===== src/tsv_consts.svh =====
`ifndef TSV_CONSTS_SVH
`define TSV_CONSTS_SVH
// ==========================================================
// Register map (byte addresses, one word each)
`define TSV_OFS_CTRL 8'h00
`define TSV_OFS_STATUS 8'h04
`define TSV_OFS_ERRCODE 8'h08
`define TSV_OFS_COUNT 8'h0C
// ==========================================================
// Field positions
`define TSV_CTRL_MODE64_BIT 0
`define TSV_STAT_CAUSE_LSB 0
`define TSV_STAT_NEWCTX_BIT 8
`define TSV_STAT_VALID_BIT 9
// ==========================================================
// Reset values
`define TSV_CTRL_RST 1'b0
`define TSV_COUNT_RST 16'h0000
// ==========================================================
// Fault identity and task-state limits
`define TSV_VECTOR 8'h0A
`define TSV_MIN_LIMIT_32 32'h0000_0067
`define TSV_MIN_LIMIT_16 32'h0000_002C
// ==========================================================
// Descriptor types as {system_n, type[3:0]}
`define TSV_T_AVAIL16 5'h01
`define TSV_T_BUSY16 5'h03
`define TSV_T_AVAIL32 5'h09
`define TSV_T_BUSY32 5'h0B
`define TSV_T_UPPER 5'h00
`endif


===== src/tsv_pkg.sv =====
package tsv_pkg;
   // Operation that asks for task-state checking
   typedef enum logic [2:0] {
      TSV_OP_JMP, TSV_OP_CALL, TSV_OP_EXC, TSV_OP_INTERRUPT_RETURN_INSTRUCTION, TSV_OP_LTR, TSV_OP_PRIV
   } tsv_op_t;

   typedef enum logic [1:0] {TSV_ST_IDLE, TSV_ST_PRE, TSV_ST_POST} tsv_state_t;

   typedef struct packed {
      tsv_state_t st;
      tsv_op_t op;
      logic busy;
      logic fault;
      logic done;
      logic commit;
      logic seg_load;
      logic new_ctx;
      logic [4:0] cause;
      logic [15:0] err;
      logic [63:0] ret_ip;
      logic mode64;
      logic stat_valid;
      logic [4:0] last_cause;
      logic last_ctx;
      logic [15:0] last_err;
      logic [15:0] fault_cnt;
      logic wb_ack;
      logic [31:0] wb_dat;
   } tsv_regs_t;
endpackage


===== src/tsv_fault_unit.sv =====
// Functional notes
// - Fault if task-state limit below format minimum
// - Return switch: local, over-limit, or idle selector faults
// - Return switch: bad back-link fetch, null, type
// - New descriptor beyond global limit or unwritable
// - Old save faults; jump/return: old descriptor unwritable
// - Call/exception: unwritable new back-link faults
// - Lock: null, local, or unavailable type
// - Invalid or absent local table faults
// - Stack selector limit, null, type, writability
// - Stack privilege levels must equal current
// - Code selector limit, null, non-code type
// - Code privilege mismatch by conformity faults
// - Data selector limit or unreadable type
// - Nonconforming code data with higher privilege
// - Load-task-register selector and type checks
// - Wide mode: old type, upper type, base
// - Privilege change: stack pointer fetch faults
// - Old context before commit, new after
// - Commit when task register and link set
// - Error code holds index and external bit
// - Return pointer: starting or first new instruction
// - Vector ten, fault class
// - After commit load segments, skip further checks
//
// The register addresses and register access over Wishbone are this design's own decisions.
`timescale 1ns/10ps
`include "tsv_consts.svh"
module tsv_fault_unit (
   input wire logic clk_i,
   input wire logic rst_i,
   // Wishbone slave
   input wire logic [7:0] wb_adr_i,
   input wire logic [31:0] wb_dat_i,
   output logic [31:0] wb_dat_o,
   input wire logic wb_we_i,
   input wire logic [3:0] wb_sel_i,
   input wire logic wb_stb_i,
   input wire logic wb_cyc_i,
   output logic wb_ack_o,
   // Request from the core, held stable while busy_o is high
   input wire logic start_i,
   input wire tsv_pkg::tsv_op_t op_i,
   input wire logic ext_i,
   input wire logic [1:0] cpl_i,
   input wire logic [15:0] gdt_limit_i,
   input wire logic [15:0] ldt_limit_i,
   input wire logic [63:0] insn_ip_i,
   input wire logic [63:0] new_ip_i,
   // Incoming task state
   input wire logic [15:0] tss_sel_i,
   input wire logic [31:0] tss_limit_i,
   input wire logic tss_is32_i,
   input wire logic [4:0] tss_type_i,
   input wire logic [4:0] tss_upper_type_i,
   input wire logic tss_base_canon_i,
   input wire logic new_writable_i,
   input wire logic old_save_fault_i,
   input wire logic old_writable_i,
   input wire logic link_write_fault_i,
   input wire logic link_fetch_fault_i,
   input wire logic [15:0] link_sel_i,
   input wire logic [4:0] link_type_i,
   // Selectors loaded from the task state
   input wire logic [15:0] ldt_sel_i,
   input wire logic ldt_ok_i,
   input wire logic [15:0] ss_sel_i,
   input wire logic [4:0] ss_type_i,
   input wire logic [1:0] ss_dpl_i,
   input wire logic [15:0] cs_sel_i,
   input wire logic [4:0] cs_type_i,
   input wire logic [1:0] cs_dpl_i,
   input wire logic [15:0] ds_sel_i,
   input wire logic [4:0] ds_type_i,
   input wire logic [1:0] ds_dpl_i,
   // Stack fetch on privilege change
   input wire logic stk_limit_fault_i,
   input wire logic stk_canon_fault_i,
   // Results
   output logic busy_o,
   output logic done_o,
   output logic fault_o,
   output logic [7:0] vector_o,
   output logic [15:0] err_code_o,
   output logic new_ctx_o,
   output logic [63:0] ret_ip_o,
   output logic commit_o,
   output logic seg_load_o
);
   import tsv_pkg::*;

   tsv_regs_t r_reg;
   tsv_regs_t r_next;

   // ==========================================================
   // Selector helpers
   function automatic logic sel_null(input logic [15:0] s);
      sel_null = (s[15:2] == 14'h0000);
   endfunction

   // Last byte of an 8-byte descriptor against the table limit
   function automatic logic over_lim(input logic [15:0] s, input logic [15:0] g,
                                     input logic [15:0] l);
      logic [15:0] lim;
      lim = s[2] ? l : g;
      over_lim = ({s[15:3], 3'h7} > lim);
   endfunction

   logic is_ts;
   logic tss_over;
   logic upper_over;
   logic tss_busy_t;
   logic tss_avail_t;
   logic link_busy_t;
   logic [4:0] pre_cause;
   logic [15:0] pre_sel;
   logic [4:0] post_cause;
   logic [15:0] post_sel;

   assign is_ts = (r_reg.op == TSV_OP_JMP) || (r_reg.op == TSV_OP_CALL)
                  || (r_reg.op == TSV_OP_EXC) || (r_reg.op == TSV_OP_INTERRUPT_RETURN_INSTRUCTION);
   assign tss_over = over_lim({tss_sel_i[15:3], 3'h0}, gdt_limit_i, gdt_limit_i);
   // Wide-mode descriptor spans 16 bytes; 17-bit sum avoids wrap
   assign upper_over = ({1'b0, tss_sel_i[15:3], 3'h0} + 17'h0000F) > {1'b0, gdt_limit_i};
   assign tss_busy_t = (tss_type_i == `TSV_T_BUSY16) || (tss_type_i == `TSV_T_BUSY32);
   assign tss_avail_t = (tss_type_i == `TSV_T_AVAIL16) || (tss_type_i == `TSV_T_AVAIL32);
   assign link_busy_t = (link_type_i == `TSV_T_BUSY16) || (link_type_i == `TSV_T_BUSY32);

   // ==========================================================
   // Checks before commit, first failure in fixed order wins
   always_comb begin
      pre_cause = 5'h00;
      pre_sel = tss_sel_i;
      if (r_reg.op == TSV_OP_LTR) begin
         if (sel_null(tss_sel_i) || tss_sel_i[2] || tss_over) begin
            pre_cause = 5'd15;
         end else if (r_reg.mode64 && upper_over) begin
            pre_cause = 5'd15;
         end else if (!tss_avail_t) begin
            pre_cause = 5'd15;
         end else if (r_reg.mode64 && ((tss_type_i == `TSV_T_AVAIL16)
                      || (tss_upper_type_i != `TSV_T_UPPER) || !tss_base_canon_i)) begin
            pre_cause = 5'd16;
         end
      end else if (r_reg.op == TSV_OP_PRIV) begin
         if (stk_limit_fault_i || (r_reg.mode64 && stk_canon_fault_i)) begin
            pre_cause = 5'd17;
         end
      end else if (tss_limit_i < (tss_is32_i ? `TSV_MIN_LIMIT_32 : `TSV_MIN_LIMIT_16)) begin
         pre_cause = 5'd1;
      end else if ((r_reg.op == TSV_OP_INTERRUPT_RETURN_INSTRUCTION) && (tss_sel_i[2] || tss_over || !tss_busy_t)) begin
         pre_cause = 5'd2;
      end else if ((r_reg.op == TSV_OP_INTERRUPT_RETURN_INSTRUCTION)
                   && (link_fetch_fault_i || sel_null(link_sel_i) || !link_busy_t)) begin
         pre_cause = 5'd3;
      end else if (tss_over || !new_writable_i) begin
         pre_cause = 5'd4;
      end else if (old_save_fault_i || (!old_writable_i
                   && ((r_reg.op == TSV_OP_JMP) || (r_reg.op == TSV_OP_INTERRUPT_RETURN_INSTRUCTION)))) begin
         pre_cause = 5'd5;
      end else if (((r_reg.op == TSV_OP_CALL) || (r_reg.op == TSV_OP_EXC))
                   && link_write_fault_i) begin
         pre_cause = 5'd6;
      end else if ((r_reg.op != TSV_OP_INTERRUPT_RETURN_INSTRUCTION)
                   && (sel_null(tss_sel_i) || tss_sel_i[2] || !tss_avail_t)) begin
         pre_cause = 5'd7;
      end
   end

   // ==========================================================
   // Checks after commit on the loaded selectors
   always_comb begin
      post_cause = 5'h00;
      post_sel = 16'h0000;
      if (!ldt_ok_i) begin
         post_cause = 5'd8;
         post_sel = ldt_sel_i;
      end else if (over_lim(ss_sel_i, gdt_limit_i, ldt_limit_i) || sel_null(ss_sel_i)
                   || !ss_type_i[4] || ss_type_i[3] || !ss_type_i[1]) begin
         post_cause = 5'd9;
         post_sel = ss_sel_i;
      end else if ((ss_dpl_i != cpl_i) || (ss_sel_i[1:0] != cpl_i)) begin
         post_cause = 5'd10;
         post_sel = ss_sel_i;
      end else if (over_lim(cs_sel_i, gdt_limit_i, ldt_limit_i) || sel_null(cs_sel_i)
                   || !cs_type_i[4] || !cs_type_i[3]) begin
         post_cause = 5'd11;
         post_sel = cs_sel_i;
      end else if (cs_type_i[2] ? (cs_dpl_i > cpl_i) : (cs_dpl_i != cpl_i)) begin
         post_cause = 5'd12;
         post_sel = cs_sel_i;
      end else if (!sel_null(ds_sel_i)) begin
         // A null data selector is legal and is not checked
         if (over_lim(ds_sel_i, gdt_limit_i, ldt_limit_i) || !ds_type_i[4]
             || (ds_type_i[3] && !ds_type_i[1])) begin
            post_cause = 5'd13;
            post_sel = ds_sel_i;
         end else if (ds_type_i[3] && !ds_type_i[2]
                      && ((ds_sel_i[1:0] > ds_dpl_i) || (cpl_i > ds_dpl_i))) begin
            post_cause = 5'd14;
            post_sel = ds_sel_i;
         end
      end
   end

   // ==========================================================
   // Sequencer and register file, one next-state image
   always_comb begin
      r_next = r_reg;
      r_next.fault = 1'b0;
      r_next.done = 1'b0;
      r_next.commit = 1'b0;
      r_next.seg_load = 1'b0;
      r_next.wb_ack = 1'b0;
      case (r_reg.st)
         TSV_ST_IDLE: begin
            if (start_i) begin
               r_next.op = op_i;
               r_next.busy = 1'b1;
               r_next.st = TSV_ST_PRE;
            end
         end
         TSV_ST_PRE: begin
            if (pre_cause != 5'h00) begin
               r_next.fault = 1'b1;
               r_next.new_ctx = 1'b0;
               r_next.cause = pre_cause;
               r_next.err = {pre_sel[15:2], 1'b0, ext_i};
               r_next.ret_ip = insn_ip_i;
               r_next.done = 1'b1;
               r_next.busy = 1'b0;
               r_next.st = TSV_ST_IDLE;
            end else if (is_ts) begin
               // Task register and back-link now hold the new task
               r_next.commit = 1'b1;
               r_next.st = TSV_ST_POST;
            end else begin
               r_next.done = 1'b1;
               r_next.busy = 1'b0;
               r_next.st = TSV_ST_IDLE;
            end
         end
         TSV_ST_POST: begin
            // All segment registers load even when a check fails
            r_next.seg_load = 1'b1;
            if (post_cause != 5'h00) begin
               r_next.fault = 1'b1;
               r_next.new_ctx = 1'b1;
               r_next.cause = post_cause;
               r_next.err = {post_sel[15:2], 1'b0, ext_i};
               r_next.ret_ip = new_ip_i;
            end
            r_next.done = 1'b1;
            r_next.busy = 1'b0;
            r_next.st = TSV_ST_IDLE;
         end
         default: begin
            r_next.st = TSV_ST_IDLE;
            r_next.busy = 1'b0;
         end
      endcase
      // Software view: answer one cycle after the request is taken
      if (wb_cyc_i && wb_stb_i && !r_reg.wb_ack) begin
         r_next.wb_ack = 1'b1;
         r_next.wb_dat = 32'h0000_0000;
         if (!wb_we_i) begin
            case (wb_adr_i)
               `TSV_OFS_CTRL: r_next.wb_dat[`TSV_CTRL_MODE64_BIT] = r_reg.mode64;
               `TSV_OFS_STATUS: begin
                  r_next.wb_dat[`TSV_STAT_CAUSE_LSB +: 5] = r_reg.last_cause;
                  r_next.wb_dat[`TSV_STAT_NEWCTX_BIT] = r_reg.last_ctx;
                  r_next.wb_dat[`TSV_STAT_VALID_BIT] = r_reg.stat_valid;
               end
               `TSV_OFS_ERRCODE: r_next.wb_dat[15:0] = r_reg.last_err;
               `TSV_OFS_COUNT: r_next.wb_dat[15:0] = r_reg.fault_cnt;
               default: r_next.wb_dat = 32'h0000_0000;
            endcase
         end
      end
      // Write lands at the edge where the master sees ack
      // Clear of valid loses to a fault in the same cycle
      if (wb_cyc_i && wb_stb_i && wb_we_i && r_reg.wb_ack) begin
         if ((wb_adr_i == `TSV_OFS_CTRL) && wb_sel_i[0]) begin
            r_next.mode64 = wb_dat_i[`TSV_CTRL_MODE64_BIT];
         end
         if ((wb_adr_i == `TSV_OFS_STATUS) && wb_sel_i[1]
             && wb_dat_i[`TSV_STAT_VALID_BIT]) begin
            r_next.stat_valid = 1'b0;
         end
      end
      if (r_next.fault) begin
         r_next.stat_valid = 1'b1;
         r_next.last_cause = r_next.cause;
         r_next.last_ctx = r_next.new_ctx;
         r_next.last_err = r_next.err;
         r_next.fault_cnt = r_reg.fault_cnt + 16'h0001;
      end
   end

   // ==========================================================
   // State register
   always_ff @(posedge clk_i) begin
      if (rst_i) begin
         r_reg <= '0;
         r_reg.st <= TSV_ST_IDLE;
         r_reg.mode64 <= `TSV_CTRL_RST;
         r_reg.fault_cnt <= `TSV_COUNT_RST;
      end else begin
         r_reg <= r_next;
      end
   end

   // Outputs straight from flops, except the constant vector_o
   assign busy_o = r_reg.busy;
   assign done_o = r_reg.done;
   assign fault_o = r_reg.fault;
   assign vector_o = `TSV_VECTOR;
   assign err_code_o = r_reg.err;
   assign new_ctx_o = r_reg.new_ctx;
   assign ret_ip_o = r_reg.ret_ip;
   assign commit_o = r_reg.commit;
   assign seg_load_o = r_reg.seg_load;
   assign wb_dat_o = r_reg.wb_dat;
   assign wb_ack_o = r_reg.wb_ack;

   // ==========================================================
   // Checks on the sequencer
   a_limit_fault: assert property (@(posedge clk_i) disable iff (rst_i)
      (r_reg.st == TSV_ST_PRE && is_ts && !tss_is32_i && tss_limit_i < 32'h2C)
      |=> fault_o && r_reg.cause == 5'd1)
      else $error("short task-state limit not faulted");
   a_ctx_before: assert property (@(posedge clk_i) disable iff (rst_i)
      (fault_o && !$past(commit_o)) |-> !new_ctx_o && ret_ip_o == $past(insn_ip_i))
      else $error("early fault not in old context");
   a_ctx_after: assert property (@(posedge clk_i) disable iff (rst_i)
      (fault_o && $past(commit_o)) |-> new_ctx_o && ret_ip_o == $past(new_ip_i))
      else $error("late fault not in new context");
   a_commit_post: assert property (@(posedge clk_i) disable iff (rst_i)
      commit_o |=> done_o && seg_load_o)
      else $error("commit not followed by segment load");
   a_seq_len: assert property (@(posedge clk_i) disable iff (rst_i)
      (start_i && !busy_o) |=> busy_o ##1 (done_o || commit_o))
      else $error("check sequence length wrong");
   a_ext_bit: assert property (@(posedge clk_i) disable iff (rst_i)
      fault_o |-> err_code_o[0] == $past(ext_i) && err_code_o[1] == 1'b0)
      else $error("error code flag bits wrong");
   a_ss_rpl: assert property (@(posedge clk_i) disable iff (rst_i)
      (r_reg.st == TSV_ST_POST && post_cause == 5'd10)
      |=> fault_o && err_code_o[15:2] == $past(ss_sel_i[15:2]))
      else $error("stack privilege fault wrong");
   a_ltr_null: assert property (@(posedge clk_i) disable iff (rst_i)
      (r_reg.st == TSV_ST_PRE && r_reg.op == TSV_OP_LTR && tss_sel_i[15:2] == 14'h0)
      |=> fault_o && !commit_o)
      else $error("null selector load not faulted");
   a_cnt_step: assert property (@(posedge clk_i) disable iff (rst_i)
      fault_o |-> r_reg.fault_cnt == $past(r_reg.fault_cnt) + 16'h0001)
      else $error("fault count not stepped");

   // ==========================================================
   // Checks on the bus and the result outputs
   a_ack_pulse: assert property (@(posedge clk_i) disable iff (rst_i)
      wb_ack_o |=> !wb_ack_o)
      else $error("bus ack held too long");
   a_late_seg: assert property (@(posedge clk_i) disable iff (rst_i)
      (fault_o && new_ctx_o) |-> seg_load_o && done_o)
      else $error("late fault without segment load");
   a_no_commit: assert property (@(posedge clk_i) disable iff (rst_i)
      (r_reg.st == TSV_ST_PRE && !is_ts) |=> !commit_o)
      else $error("commit outside a task switch");
   a_done_idle: assert property (@(posedge clk_i) disable iff (rst_i)
      done_o |-> !busy_o)
      else $error("busy still high at done");
   a_err_hold: assert property (@(posedge clk_i) disable iff (rst_i)
      !fault_o |-> $stable(err_code_o))
      else $error("error code changed without fault");
endmodule


===== config.mk =====
export PLATFORM = sky130hd
export DESIGN_NAME = tsv_fault_unit
export DESIGN_NICKNAME = d
export VERILOG_FILES = /design/src/tsv_pkg.sv /design/src/tsv_fault_unit.sv
export VERILOG_INCLUDE_DIRS = /design/src
export SDC_FILE = /design/constraint.sdc
export NUM_CORES = 1
export LEC_CHECK = 0
export ABC_CLOCK_PERIOD_IN_PS = 6190
export BUFFER_PORTS_ARGS = -buffer_cell sky130_fd_sc_hd__buf_2
export CORE_AREA = 2 2 202 204
export DETAILED_ROUTE_END_ITERATION = 7
export DIE_AREA = 0 0 204 206
export MAX_ROUTING_LAYER = met4
export SLEW_MARGIN = 20
export SYNTH_ARGS = -nofsm -noshare
export SYNTH_HDL_FRONTEND = slang
export SYNTH_SLANG_ARGS = --single-unit

===== constraint.sdc =====
create_clock -name clk_i -period 6.19 [get_ports clk_i]
set_input_delay 0.3095 -clock clk_i [delete_from_list [all_inputs] [get_ports clk_i]]
set_output_delay 0.3095 -clock clk_i [all_outputs]
set_load 0.05 [all_outputs]

# Yosys cells after proc, flatten, opt, wreduce, memory -nomap -nowiden

Index checks and enable logic that the tools add are counted.

Memories: 0
Register bits: 169
Bits in read-only memories: 0
Output and inout bits: 127
Bits in latches: 0
Logic and storage cells: 200
Bits of input ports: 390
Memory bits (writable): 0

Mux-type cells: 62
Bitwise gates (word level): 1
Reductions and logical operators: 83
Shift-type cells: 0
Add/sub/neg operators: 2
Divide/modulo/power cells: 0
Multipliers: 0
Magnitude comparators: 9
Equality and inequality tests: 24

Operator list:

| operator                                            | number |
|---|---|
| 2-to-1 mux 16 bit                                   | 12 |
| 2-to-1 mux 86 bit                                   | 2 |
| one-hot mux 86 bit (2 select lines)                 | 1 |
| logical NOT 14 bit                                  | 5 |
| greater-than comparator 16 bit                      | 4 |
| 2-to-1 mux 39 bit                                   | 1 |
| 2-to-1 mux 5 bit                                    | 7 |
| 2-to-1 mux 33 bit                                   | 1 |
| less-than comparator 32 x 7 -> 1 bit                | 1 |
| 2-to-1 mux 4 bit                                    | 8 |
| logical OR 1 bit                                    | 31 |
| 2-to-1 mux 3 bit                                    | 7 |
| logical AND 1 bit                                   | 18 |
| adder 16 x 4 -> 17 bit, second input constant       | 1 |
| greater-than comparator 17 x 16 -> 1 bit            | 1 |
| adder 16 x 1 -> 16 bit, second input constant       | 1 |
| equality test 8 x 4 -> 1 bit, second input constant | 2 |
| equality test 5 x 4 -> 1 bit, second input constant | 3 |
| nonzero test 5 bit                                  | 3 |
| logical NOT 1 bit                                   | 14 |
| one-hot mux 4 bit (3 select lines)                  | 1 |
| one-hot mux 6 bit (2 select lines)                  | 1 |
| 2-to-1 mux 1 bit                                    | 11 |
| equality test 5 x 2 -> 1 bit, second input constant | 2 |
| other kinds (28)                                    | 43 |

# Logic depth before layout (Yosys ltp)

Gate-level depths: netlist of run 1.

Word-level depth: 19
Depth in mapped cells: 19
Mapped depth without buffers: 17

# Worst setup path before layout of run 1

No wires, ideal clock.

Path kind: input -> register
From: in tss_sel_i[5]
To: reg r_reg[57] in the netlist's numbering
Path buffers: 3
Stages: 19
Path slack: 2.131 ns
Library setup time: 0.142 ns
Arrival time: 3.917 ns
Cells stage by stage: clkbuf_1 > nand3_1 > nor2_1 > and3_1 > nand3_1 > xnor2_1 > ha_1 > nand3_2 > or4_1 > a2111oi_2 > a31o_2 > o2111ai_2 > nand3b_4 > a41oi_4 > and2_1 > buf_6 > buf_12 > a221oi_4 > a211oi_2

Cells in the longest elaborated chain, start to end: 16

RTL lines:

| item                                                                                      | RTL line              | text |
|---|---|---|
| start: declaration                                                                        | tsv_fault_unit.sv:51  | `input wire logic [15:0] tss_sel_i,` |
| parallel branches: the longest is 12 deep, another holds adder 16 x 4 -> 17 bit           | n/a                   |  |
| 2-to-1 mux 5 bit *                                                                        | tsv_fault_unit.sv:134 | `if (r_reg.op == TSV_OP_LTR) begin` |
| nonzero test 5 bit *                                                                      | tsv_fault_unit.sv:224 | `if (pre_cause != 5'h00) begin` |
| 2-to-1 mux 86 bit or 2-to-1 mux 1 bit (tied branches)                                     | tsv_fault_unit.sv:224 |  |
| one-hot mux 86 bit (2 select lines) or one-hot mux 2 bit (2 select lines) (tied branches) | tsv_fault_unit.sv:215 | `case (r_reg.st)` |
| end signal: assignment                                                                    | tsv_fault_unit.sv:309 | `r_reg <= r_next;` |
| end: declaration                                                                          | tsv_fault_unit.sv:92  | `tsv_regs_t r_reg;` |

Mark *: on every way between the ends. The select of a mux whose other input is x is not followed.
A chain may end at the register's enable or synchronous reset.

# Final worst setup path of run 1

From: in tss_sel_i[3]
To: reg r_reg, in the netlist ret_ip_o[58]

Cells in the longest elaborated chain, start to end: 16

RTL lines:

| item                                                                            | RTL line |
|---|---|
| parallel branches: the longest is 12 deep, another holds adder 16 x 4 -> 17 bit | n/a |
| 2-to-1 mux 5 bit *                                                              | tsv_fault_unit.sv:134 |
| nonzero test 5 bit *                                                            | tsv_fault_unit.sv:224 |
| != test 2 bit (no line) *                                                       | n/a |
| AND reduction 3 bit (no line) *                                                 | n/a |

Mark *: on every way between the ends.

==> flow_summary.toml, run 1 <==
[run_status]
status = "complete, no violations"

[clock_network]
htree_levels = 4
cts_tree = "built"
clk_pin_slew_ns = 0.07
cts_setup_buffers = 0
root_buffer = "clkbuf_16"
insertion_delay_ns = 0.43
cts_buffers = 17
ctsResizeCount = 0
cts.sinks = 153
cts.path.max_buffers = 2
holdBufCountCts = 0

[route]
drt_iter0_drc = 762
dr.pass1.iters = 5
m1WireLength_microns = 18130
dr.max_layer_used = "met4"
routed_wl_microns = 40720
drc = 0
detail-route-antenna-nets = 0
wl_met3_microns = 2174
wl_per_cell_microns = 18.76
viasPerCell = 5.055
dr_wl_met2_microns = 19530
num_vias = 10970

[sta]
fmax_ghz = 0.2074
period_needed_ns = 4.821
fin_crit_sh_pct = 77.89
slew_headroom_pct = 31.04
hold_violations = 0
finalSetupTns_ns = 0
rsz0062_at_grt = "false"
setup_violations = 0
worstMarginPinSlew_ns = 1.034
finClkSkew_ns = 0.01037
drv_slew = 0

[place]
hpwl_microns = 33010
place_area_sq_um = 12730
place_inst = 2137
gp_congestion = 0.9739
portBuffers = 446

[critical_path]
cpLargestDelayFamily = "simple AND/OR/NAND/NOR gates"
required_ns = 6.54
path_cells = "buf_2 -> ha_1 -> nand3_1 -> nor2_1 -> and3_1 -> nand3_1 -> xnor2_1 -> ha_1 -> nand3_2 -> or4_1 -> a2111oi_2 -> a31o_2 -> a31oi_1 -> and2_1 -> nand4_4 -> nand4b_2 -> buf_4 -> o21ai_0"
crit_cells = 18
worst-path-buf-inv = 2
startpoint_type = "input pin"
worstSetupPathType = "in2reg"
slowest_stage = "nand4b_2"
cp_max_fo = 31
endpoint_kind = "flip-flop"
reg2reg_depth = 9
crit_arrival_ns = 5.17
cpPeakStageDelay_ns = 0.69

[floorplanning]
placementRows = 74
die_area_sq_um = 42020
core-area_sq_um = 40180
die_y_microns = 206
start_util_pct = 27.05
die_x_microns = 204
ioPinCount = 517

[grt]
grt.overflow.total = 0
grt_first_pass_wirelength_microns = 59130
grt_pass1_vias = 10110
antenna_found_initial = 2
grt_start_max_net_pins = 94
grtUsageTotal_pct = 18.84

[final_layout]
area_growth_pct = 22.31
final_area_sq_um = 13290
n_fill_cell = 4317
largest_reg_flops = 64
layout-drive-gt1-share_pct = 32.80
final_cells = 2171
nets = 2093
fin_util_pct = 33.08

[power_and_ir_drop]
p_leak_nw = 5.858
total_power_w = 0.002606
worst_ir_drop_vdd_mv = 0.1047
powerDensity_nw_per_um2 = 196.0

[yosys]
ys_types = 79
synth.cell_area_sq_um = 10870
synthFlopType = "dfxtp_1"
yosysSeqAreaShare_pct = 28.18
synth.avg_cell_area_sq_um = 8.246
synth-edff-count = 0
syn-instance-count = 1318
synth_common_cells = "dfxtp_1, nand2_1, buf_4"
synth_top_area_share_pct = 28.18
synthTopCellsByArea = "dfxtp_1, ha_1, buf_4"
synth.most_common_cell = "dfxtp_1"
yosysTopAreaCell = "dfxtp_1"
ys_warn_count = 0
synthArstFlopShare_pct = 0
ys_ff_latch = 153

[hold_path]
holdCritPathClass = "in2reg"
whs_path_depth = 3

[run]
drv_cap = 0
==> worst register-to-register path, delay by kind of cell, from the launching register on <==
family                 cells  cell delay, ns
and+or+nand+nor            5            1.81
AOI/OAI and AO/OA          2            0.36
buffers and inverters      2            0.69
DFF                        1            0.39
==> metrics by stage <==
step | hold slack, ns | setup slack [ns]
after floorplan | 0.4233 | 2.131
after global placement | 0.4309 | 0.9920
after detailed placement | 0.4372 | 0.8970
after CTS | 0.1060 | 1.333
after global routing | 0.1249 | 0.9952
final | 0.1290 | 1.369
==> path summary, 6_finish.rpt <==
| check | from | slack (ns) | to |
|---|---|---|---|
| hold reg to reg | ret_ip_o[43] | 0.44 | ret_ip_o[43] |
| setup / recovery | tss_sel_i[3] | 1.37 | ret_ip_o[58] |
| setup reg to reg | r_reg[166] | 2.86 | ret_ip_o[58] |
| hold / removal | op_i[2] | 0.13 | r_reg[166] |
==> logic make-up after synthesis <==
family	after synthesis	synth area share, %
buffers and inverters	235	12.80
multiplexers	47	4.548
other	2	0.06910
AO/OA/AOI/OAI	364	24.91
AND/OR/NAND/NOR	413	18.37
XOR/XNOR	25	2.015
flip-flops	153	28.18
adder cells (fa/ha/maj)	79	9.095
==> cell type report <==
cell class                      count  area, sq um  area share, %
Tap cell                          532        665.6          5.008
Clock buffer                       18        429.2          3.229
Multi-Input combinational cell    952         6518          49.03
Sequential cell                   153         3063          23.04
Clock inverter                     14        132.6         0.9977
Timing Repair Buffer              458         2322          17.47
Antenna cell                        2        5.005        0.03765
Inverter                           42        157.7          1.186
==> where the power goes <==
group          leakage (nW)  switching [W]  internal, W
sequential             1.24      0.0000142      0.00100
clock                 0.280       0.000465     0.000532
combinational          4.34       0.000372     0.000222
total                  5.86       0.000851      0.00176
==> routing by layer <==
metal,GRT usage (%),vias up
li1,-,5303
met1,24.17,5202
met2,30.89,414
met3,1.892,55
met4,6.625,0
met5,-,-
==> cell usage in the layout (no fill, tap or decap), types with 10 or more instances in the layout <==
cell       synthesis  final
nand3_1           33     33
clkbuf_16          0     17
a311oi_1          14     14
and3_1            12     12
xor2_1            15     15
buf_4            121     12
xnor2_1           10     10
o21ai_0           61     61
o22ai_1           14     14
mux2i_1           37     37
buf_2             19    446
nor2_1           108    108
nand2_1          140    140
a211oi_1          18     18
nor4_1            24     24
dfxtp_1          153    153
nand4_1           22     22
a22oi_1           81     81
nor2b_1           12     12
inv_1             42     42
conb_1             2     24
o21ai_1           29     29
a21oi_1           49     49
o211ai_1          13     13
ha_1              79     79
nor3_1            13     12
No activity file was read; power rests on OpenSTA's default activity.
==> run 2, diff against run 1 <==
- ABC_CLOCK_PERIOD_IN_PS: 6190 -> 4310
- clock period: 6.19 -> 4.31 ns (I/O delays scaled with it)
==> run 2 against run 1 <==
  * Critical path depth up 2
  * Via count up 1.5%
  * Critical endpoint is now r_reg[63]
  * Combinational power up 48%
==> flow_summary.toml, run 2 (same netlist as run 1, synthesis figures left out) <==
[route]
num_vias = 11140
dr.pass1.iters = 5
viasPerCell = 5.049
wl_per_cell_microns = 18.28
drt_iter0_drc = 708
drc = 0
routed_wl_microns = 40330
detail-route-antenna-nets = 0

[grt]
grt_first_pass_wirelength_microns = 59160
grt_pass1_vias = 10370
grt_start_max_net_pins = 65
grt.overflow.total = 0
grtUsageTotal_pct = 18.72
antenna_found_initial = 5

[critical_path]
r2r_slack_ns = 1.63
startpoint_type = "input pin"
cp_max_fo = 42
worstSetupPathType = "in2reg"
endpoint_kind = "flip-flop"
required_ns = 4.66
crit_arrival_ns = 4.32

[clock_network]
cts_tree = "built"
cts_setup_buffers = 0
cts.path.max_buffers = 2
ctsResizeCount = 0
root_buffer = "clkbuf_16"
holdBufCountCts = 0
cts_buffers = 17
cts.sinks = 153
htree_levels = 4
clk_pin_slew_ns = 0.07
insertion_delay_ns = 0.43

[sta]
period_needed_ns = 3.970
slew_headroom_pct = 35.78
fin_crit_sh_pct = 92.11
rsz0062_at_grt = "false"
setup_ws_ns = 0.3401
drv_slew = 0
hold_violations = 0
worstMarginPinSlew_ns = 0.9634
setup_violations = 0
finClkSkew_ns = 0.01131
fmax_ghz = 0.2519
hold-worst-slack_ns = 0.03227

[power_and_ir_drop]
total_power_w = 0.004007
worst_ir_drop_vdd_mv = 0.2089
p_leak_nw = 6.088
powerDensity_nw_per_um2 = 292.1

[floorplanning]
die_x_microns = 204
die_y_microns = 206
die_area_sq_um = 42020
ioPinCount = 517
placementRows = 74
core-area_sq_um = 40180
start_util_pct = 27.05

[final_layout]
area_growth_pct = 26.21
n_fill_cell = 4303
mostFrequentLayoutCell = "buf_2"
largest_reg_flops = 64
final_area_sq_um = 13720
layout-drive-gt1-share_pct = 34.09
final_cell_mix = "buf_2, dfxtp_1, nand2_1, nor2_1, a22oi_1"
nets = 2125

[run_status]
status = "complete, no violations"

[place]
hpwl_microns = 33130
portBuffers = 446
place_ws_ns = -0.03553
gp_congestion = 0.9351
place_area_sq_um = 13050

[hold_path]
holdCritPathClass = "in2reg"

[run]
drv_cap = 0
[run 2: cell count changes in the layout (fill, tap and decap cells not counted), sizes merged]
cell / change
buf: +32
bufinv: +4
clkbuf: +1
clkinv: -5
clkinvlp: +1
diode: +3
inv: -1
[run 2: worst paths after layout]
check | from | to | cells after the start
worst max-delay path | tss_sel_i[3] | r_reg[63] | 20
worst min-delay path | wb_dat_i[0] | r_reg[72] | 3
worst max register to register | r_reg[166] | r_reg[63] | 11
worst min register to register | ret_ip_o[32] | ret_ip_o[32] | 2
[run 2: cell type report]
type | count | area (sq um) | share of cell area, %
clock buffer | 19 | 452.9 | 3.302
inverter | 42 | 157.7 | 1.149
tap | 532 | 665.6 | 4.853
clock inverter | 13 | 202.7 | 1.478
multi-input combinational | 952 | 6513 | 47.48
sequential | 153 | 3063 | 22.33
antenna | 5 | 12.51 | 0.09122
timing repair buffer | 490 | 2650 | 19.32
[run 2: report_power, final]
part / switching, W / internal [W]
Combinational: 0.000534 / 0.000344
Sequential: 0.0000211 / 0.00144
Clock: 0.000650 / 0.00102
[run 2: metal layers]
layer / up-vias / part of all wire (%) / GRT usage, %
li1: 5359 / - / -
met1: 5287 / 44 / 23.27
met2: 422 / 47 / 30.72
met3: 71 / 5.7 / 2.554
met4: 0 / 3.1 / 7.428
met5: - / 0 / -
[run 2: through the flow]
| step | TNS [ns] | std cells | utilization (%) |
|---|---|---|---|
| floorplan | 0 | 1340 | - |
| global placement | 0 | 2169 | 32.47 |
| detailed placement | -0.3373 | 2169 | 32.47 |
| CTS | 0 | 2201 | 34.10 |
| global route | 0 | 2205 | 34.13 |
| finish | 0 | 2206 | 34.14 |
[run 2: critical path, cell delays in order]
cell and delay, ns:
buf_2 0.09, ha_1 0.19, nand3_1 0.14, nor2_1 0.18, and3_1 0.26, nand3_1 0.11, xnor2_1 0.15, ha_1 0.33
nand3_2 0.08, or4_1 0.54, a2111oi_2 0.35, a31o_2 0.22, a31oi_1 0.11, buf_4 0.18, a41oi_4 0.25, buf_4 0.22
o21a_1 0.18, buf_12 0.22, nor2_1 0.09, a211oi_2 0.20
==> run 3, diff against run 2 <==
- ABC_CLOCK_PERIOD_IN_PS: 4310 -> 3960
- clock period: 4.31 -> 3.96 ns (I/O delays scaled with it)
==> run 3 against run 2 <==
  * Power is 5.3% higher
  * Die area unchanged
  * Highest routed layer unchanged
  * Worst setup slack got worse by 0.076 ns
  * Critical path type unchanged
  * Combinational power up 16%
==> flow_summary.toml, run 3 (same netlist as run 1, synthesis figures left out) <==
[sta]
worstMarginPinSlew_ns = 0.6243
fin_crit_sh_pct = 93.33
hold_violations = 0
period_needed_ns = 3.696
slew_headroom_pct = 58.13
fmax_ghz = 0.2706
setup_violations = 0
hold-worst-slack_ns = 0.02586
drv_slew = 0
rsz0062_at_grt = "false"
finClkSkew_ns = 0.008901

[clock_network]
insertion_delay_ns = 0.43
root_buffer = "clkbuf_16"
cts.path.max_buffers = 2
cts_tree = "built"
clk_pin_slew_ns = 0.07
cts_buffers = 17
htree_levels = 4
cts_setup_buffers = 0
cts.sinks = 153

[final_layout]
mostFrequentLayoutCell = "buf_2"
largest_reg_flops = 64
final_area_sq_um = 14070
fin_util_pct = 35.02
final_cell_mix = "buf_2, dfxtp_1, nand2_1, nor2_1, a22oi_1"
nets = 2171
area_growth_pct = 29.50
final_cells = 2250
layout-drive-gt1-share_pct = 35.76

[place]
place_area_sq_um = 13430
hpwl_microns = 34590
gp_congestion = 0.9534
place_inst = 2212
portBuffers = 446

[grt]
grt.overflow.total = 0
grtUsageTotal_pct = 19.68
antenna_found_initial = 4
grt_pass1_vias = 10500
grt_first_pass_wirelength_microns = 61400
grt_start_max_net_pins = 61

[floorplanning]
die_x_microns = 204
ioPinCount = 517
die_y_microns = 206
placementRows = 74
die_area_sq_um = 42020
core-area_sq_um = 40180
start_util_pct = 27.05

[hold_path]
holdPathEnd = "r_reg[164]"
whs_path_depth = 3
holdCritPathClass = "in2reg"
hp-start = "op_i[0]"

[power_and_ir_drop]
p_comb_share_pct = 24.2
p_clk_share_pct = 38.1
swShare_pct = 32.01
powerDensity_nw_per_um2 = 299.9
internal_power_w = 0.002869
seq_power_share_pct = 37.6
p_sw_w = 0.001351
p_leak_nw = 6.294
worst_ir_drop_vdd_mv = 0.2919

[run]
drv_cap = 0

[route]
routed_wl_microns = 42260
drt_iter0_drc = 757
dr.pass1.iters = 4
detail-route-antenna-nets = 0
drc = 0
num_vias = 11170
viasPerCell = 4.966
wl_per_cell_microns = 18.78

[critical_path]
required_ns = 4.26
r2r_slack_ns = 1.24
worstSetupPathType = "in2reg"
startpoint_type = "input pin"
endpoint_kind = "flip-flop"
cp-startpoint = "tss_sel_i[3]"
crit_arrival_ns = 4.00
cp_max_fo = 5
regToRegEndpoint = "r_reg[60]"
crit-reg2reg-launch = "r_reg[166]"
reg2reg_depth = 10

[run_status]
status = "complete, no violations"
## run 3: layer usage
metal  share of wire [%]  vias up  global-route usage [%]
met2                  46      410                   30.82
met3                 5.1       64                   2.822
met5                   0        -                       -
met4                 3.8        0                   8.670
li1                    -     5480                       -
met1                  45     5220                   25.24
## run 3: critical path, stage by stage
cell       delay [ns]
buf_2            0.09
ha_1             0.17
nand3_1          0.11
nor2_1           0.17
and3_2           0.24
nand3_1          0.09
xnor2_1          0.15
ha_1             0.31
nand3_2          0.07
or4_1            0.52
a2111oi_2        0.34
a31o_2           0.20
a31oi_1          0.12
and2_1           0.23
nand4_4          0.11
nand2b_1         0.15
buf_4            0.23
a221oi_4         0.37
a211oi_2         0.12
## run 3: how the worst max path moves through the flow
stage | end | cells after the start
after global placement | ret_ip_o[30] | 20
final | r_reg[60] | 19
after floorplan | r_reg[57] | 19
after global routing | r_reg[53] | 20
after detailed placement | ret_ip_o[30] | 20
after CTS | ret_ip_o[30] | 20
## run 3: area by class of cell
| type | instances | area, sq um |
|---|---|---|
| Antenna cell | 4 | 10.01 |
| Sequential cell | 153 | 3063 |
| Multi-Input combinational cell | 952 | 6521 |
| Clock buffer | 18 | 429.2 |
| Inverter | 42 | 157.7 |
| Clock inverter | 13 | 135.1 |
| Fill cell | 4251 | 26110 |
| Tap cell | 532 | 665.6 |
| Timing Repair Buffer | 536 | 3092 |
## run 3: per-stage QoR
stage,worst slack (ns),power [W],TNS [ns]
2_1_floorplan,0.01235,0.002189,0
3_3_place_gp,-0.1157,0.002619,-6.287
3_5_place_dp,-0.2217,0.002631,-14.44
4_1_cts,0.2305,0.004252,0
5_1_grt,0.01129,0.004423,0
6_report,0.2640,0.004220,0
## run 3: repair_timing
item | 4_1_cts | 5_1_grt
endpoints found under the setup margin | 0 | 34
hold buffers | 2 | 0
resized for setup | 0 | 5
endpoints found under the hold margin | 2 | 0
## run 3: power groups by stage
stage          clock (W)  combinational, W  sequential (W)
5_1_grt          0.00172           0.00112         0.00159
4_1_cts          0.00165           0.00101         0.00159
3_3_place_gp           0          0.000997         0.00162
6_report         0.00161           0.00102         0.00159
3_5_place_dp           0           0.00101         0.00162
2_1_floorplan          0          0.000571         0.00162
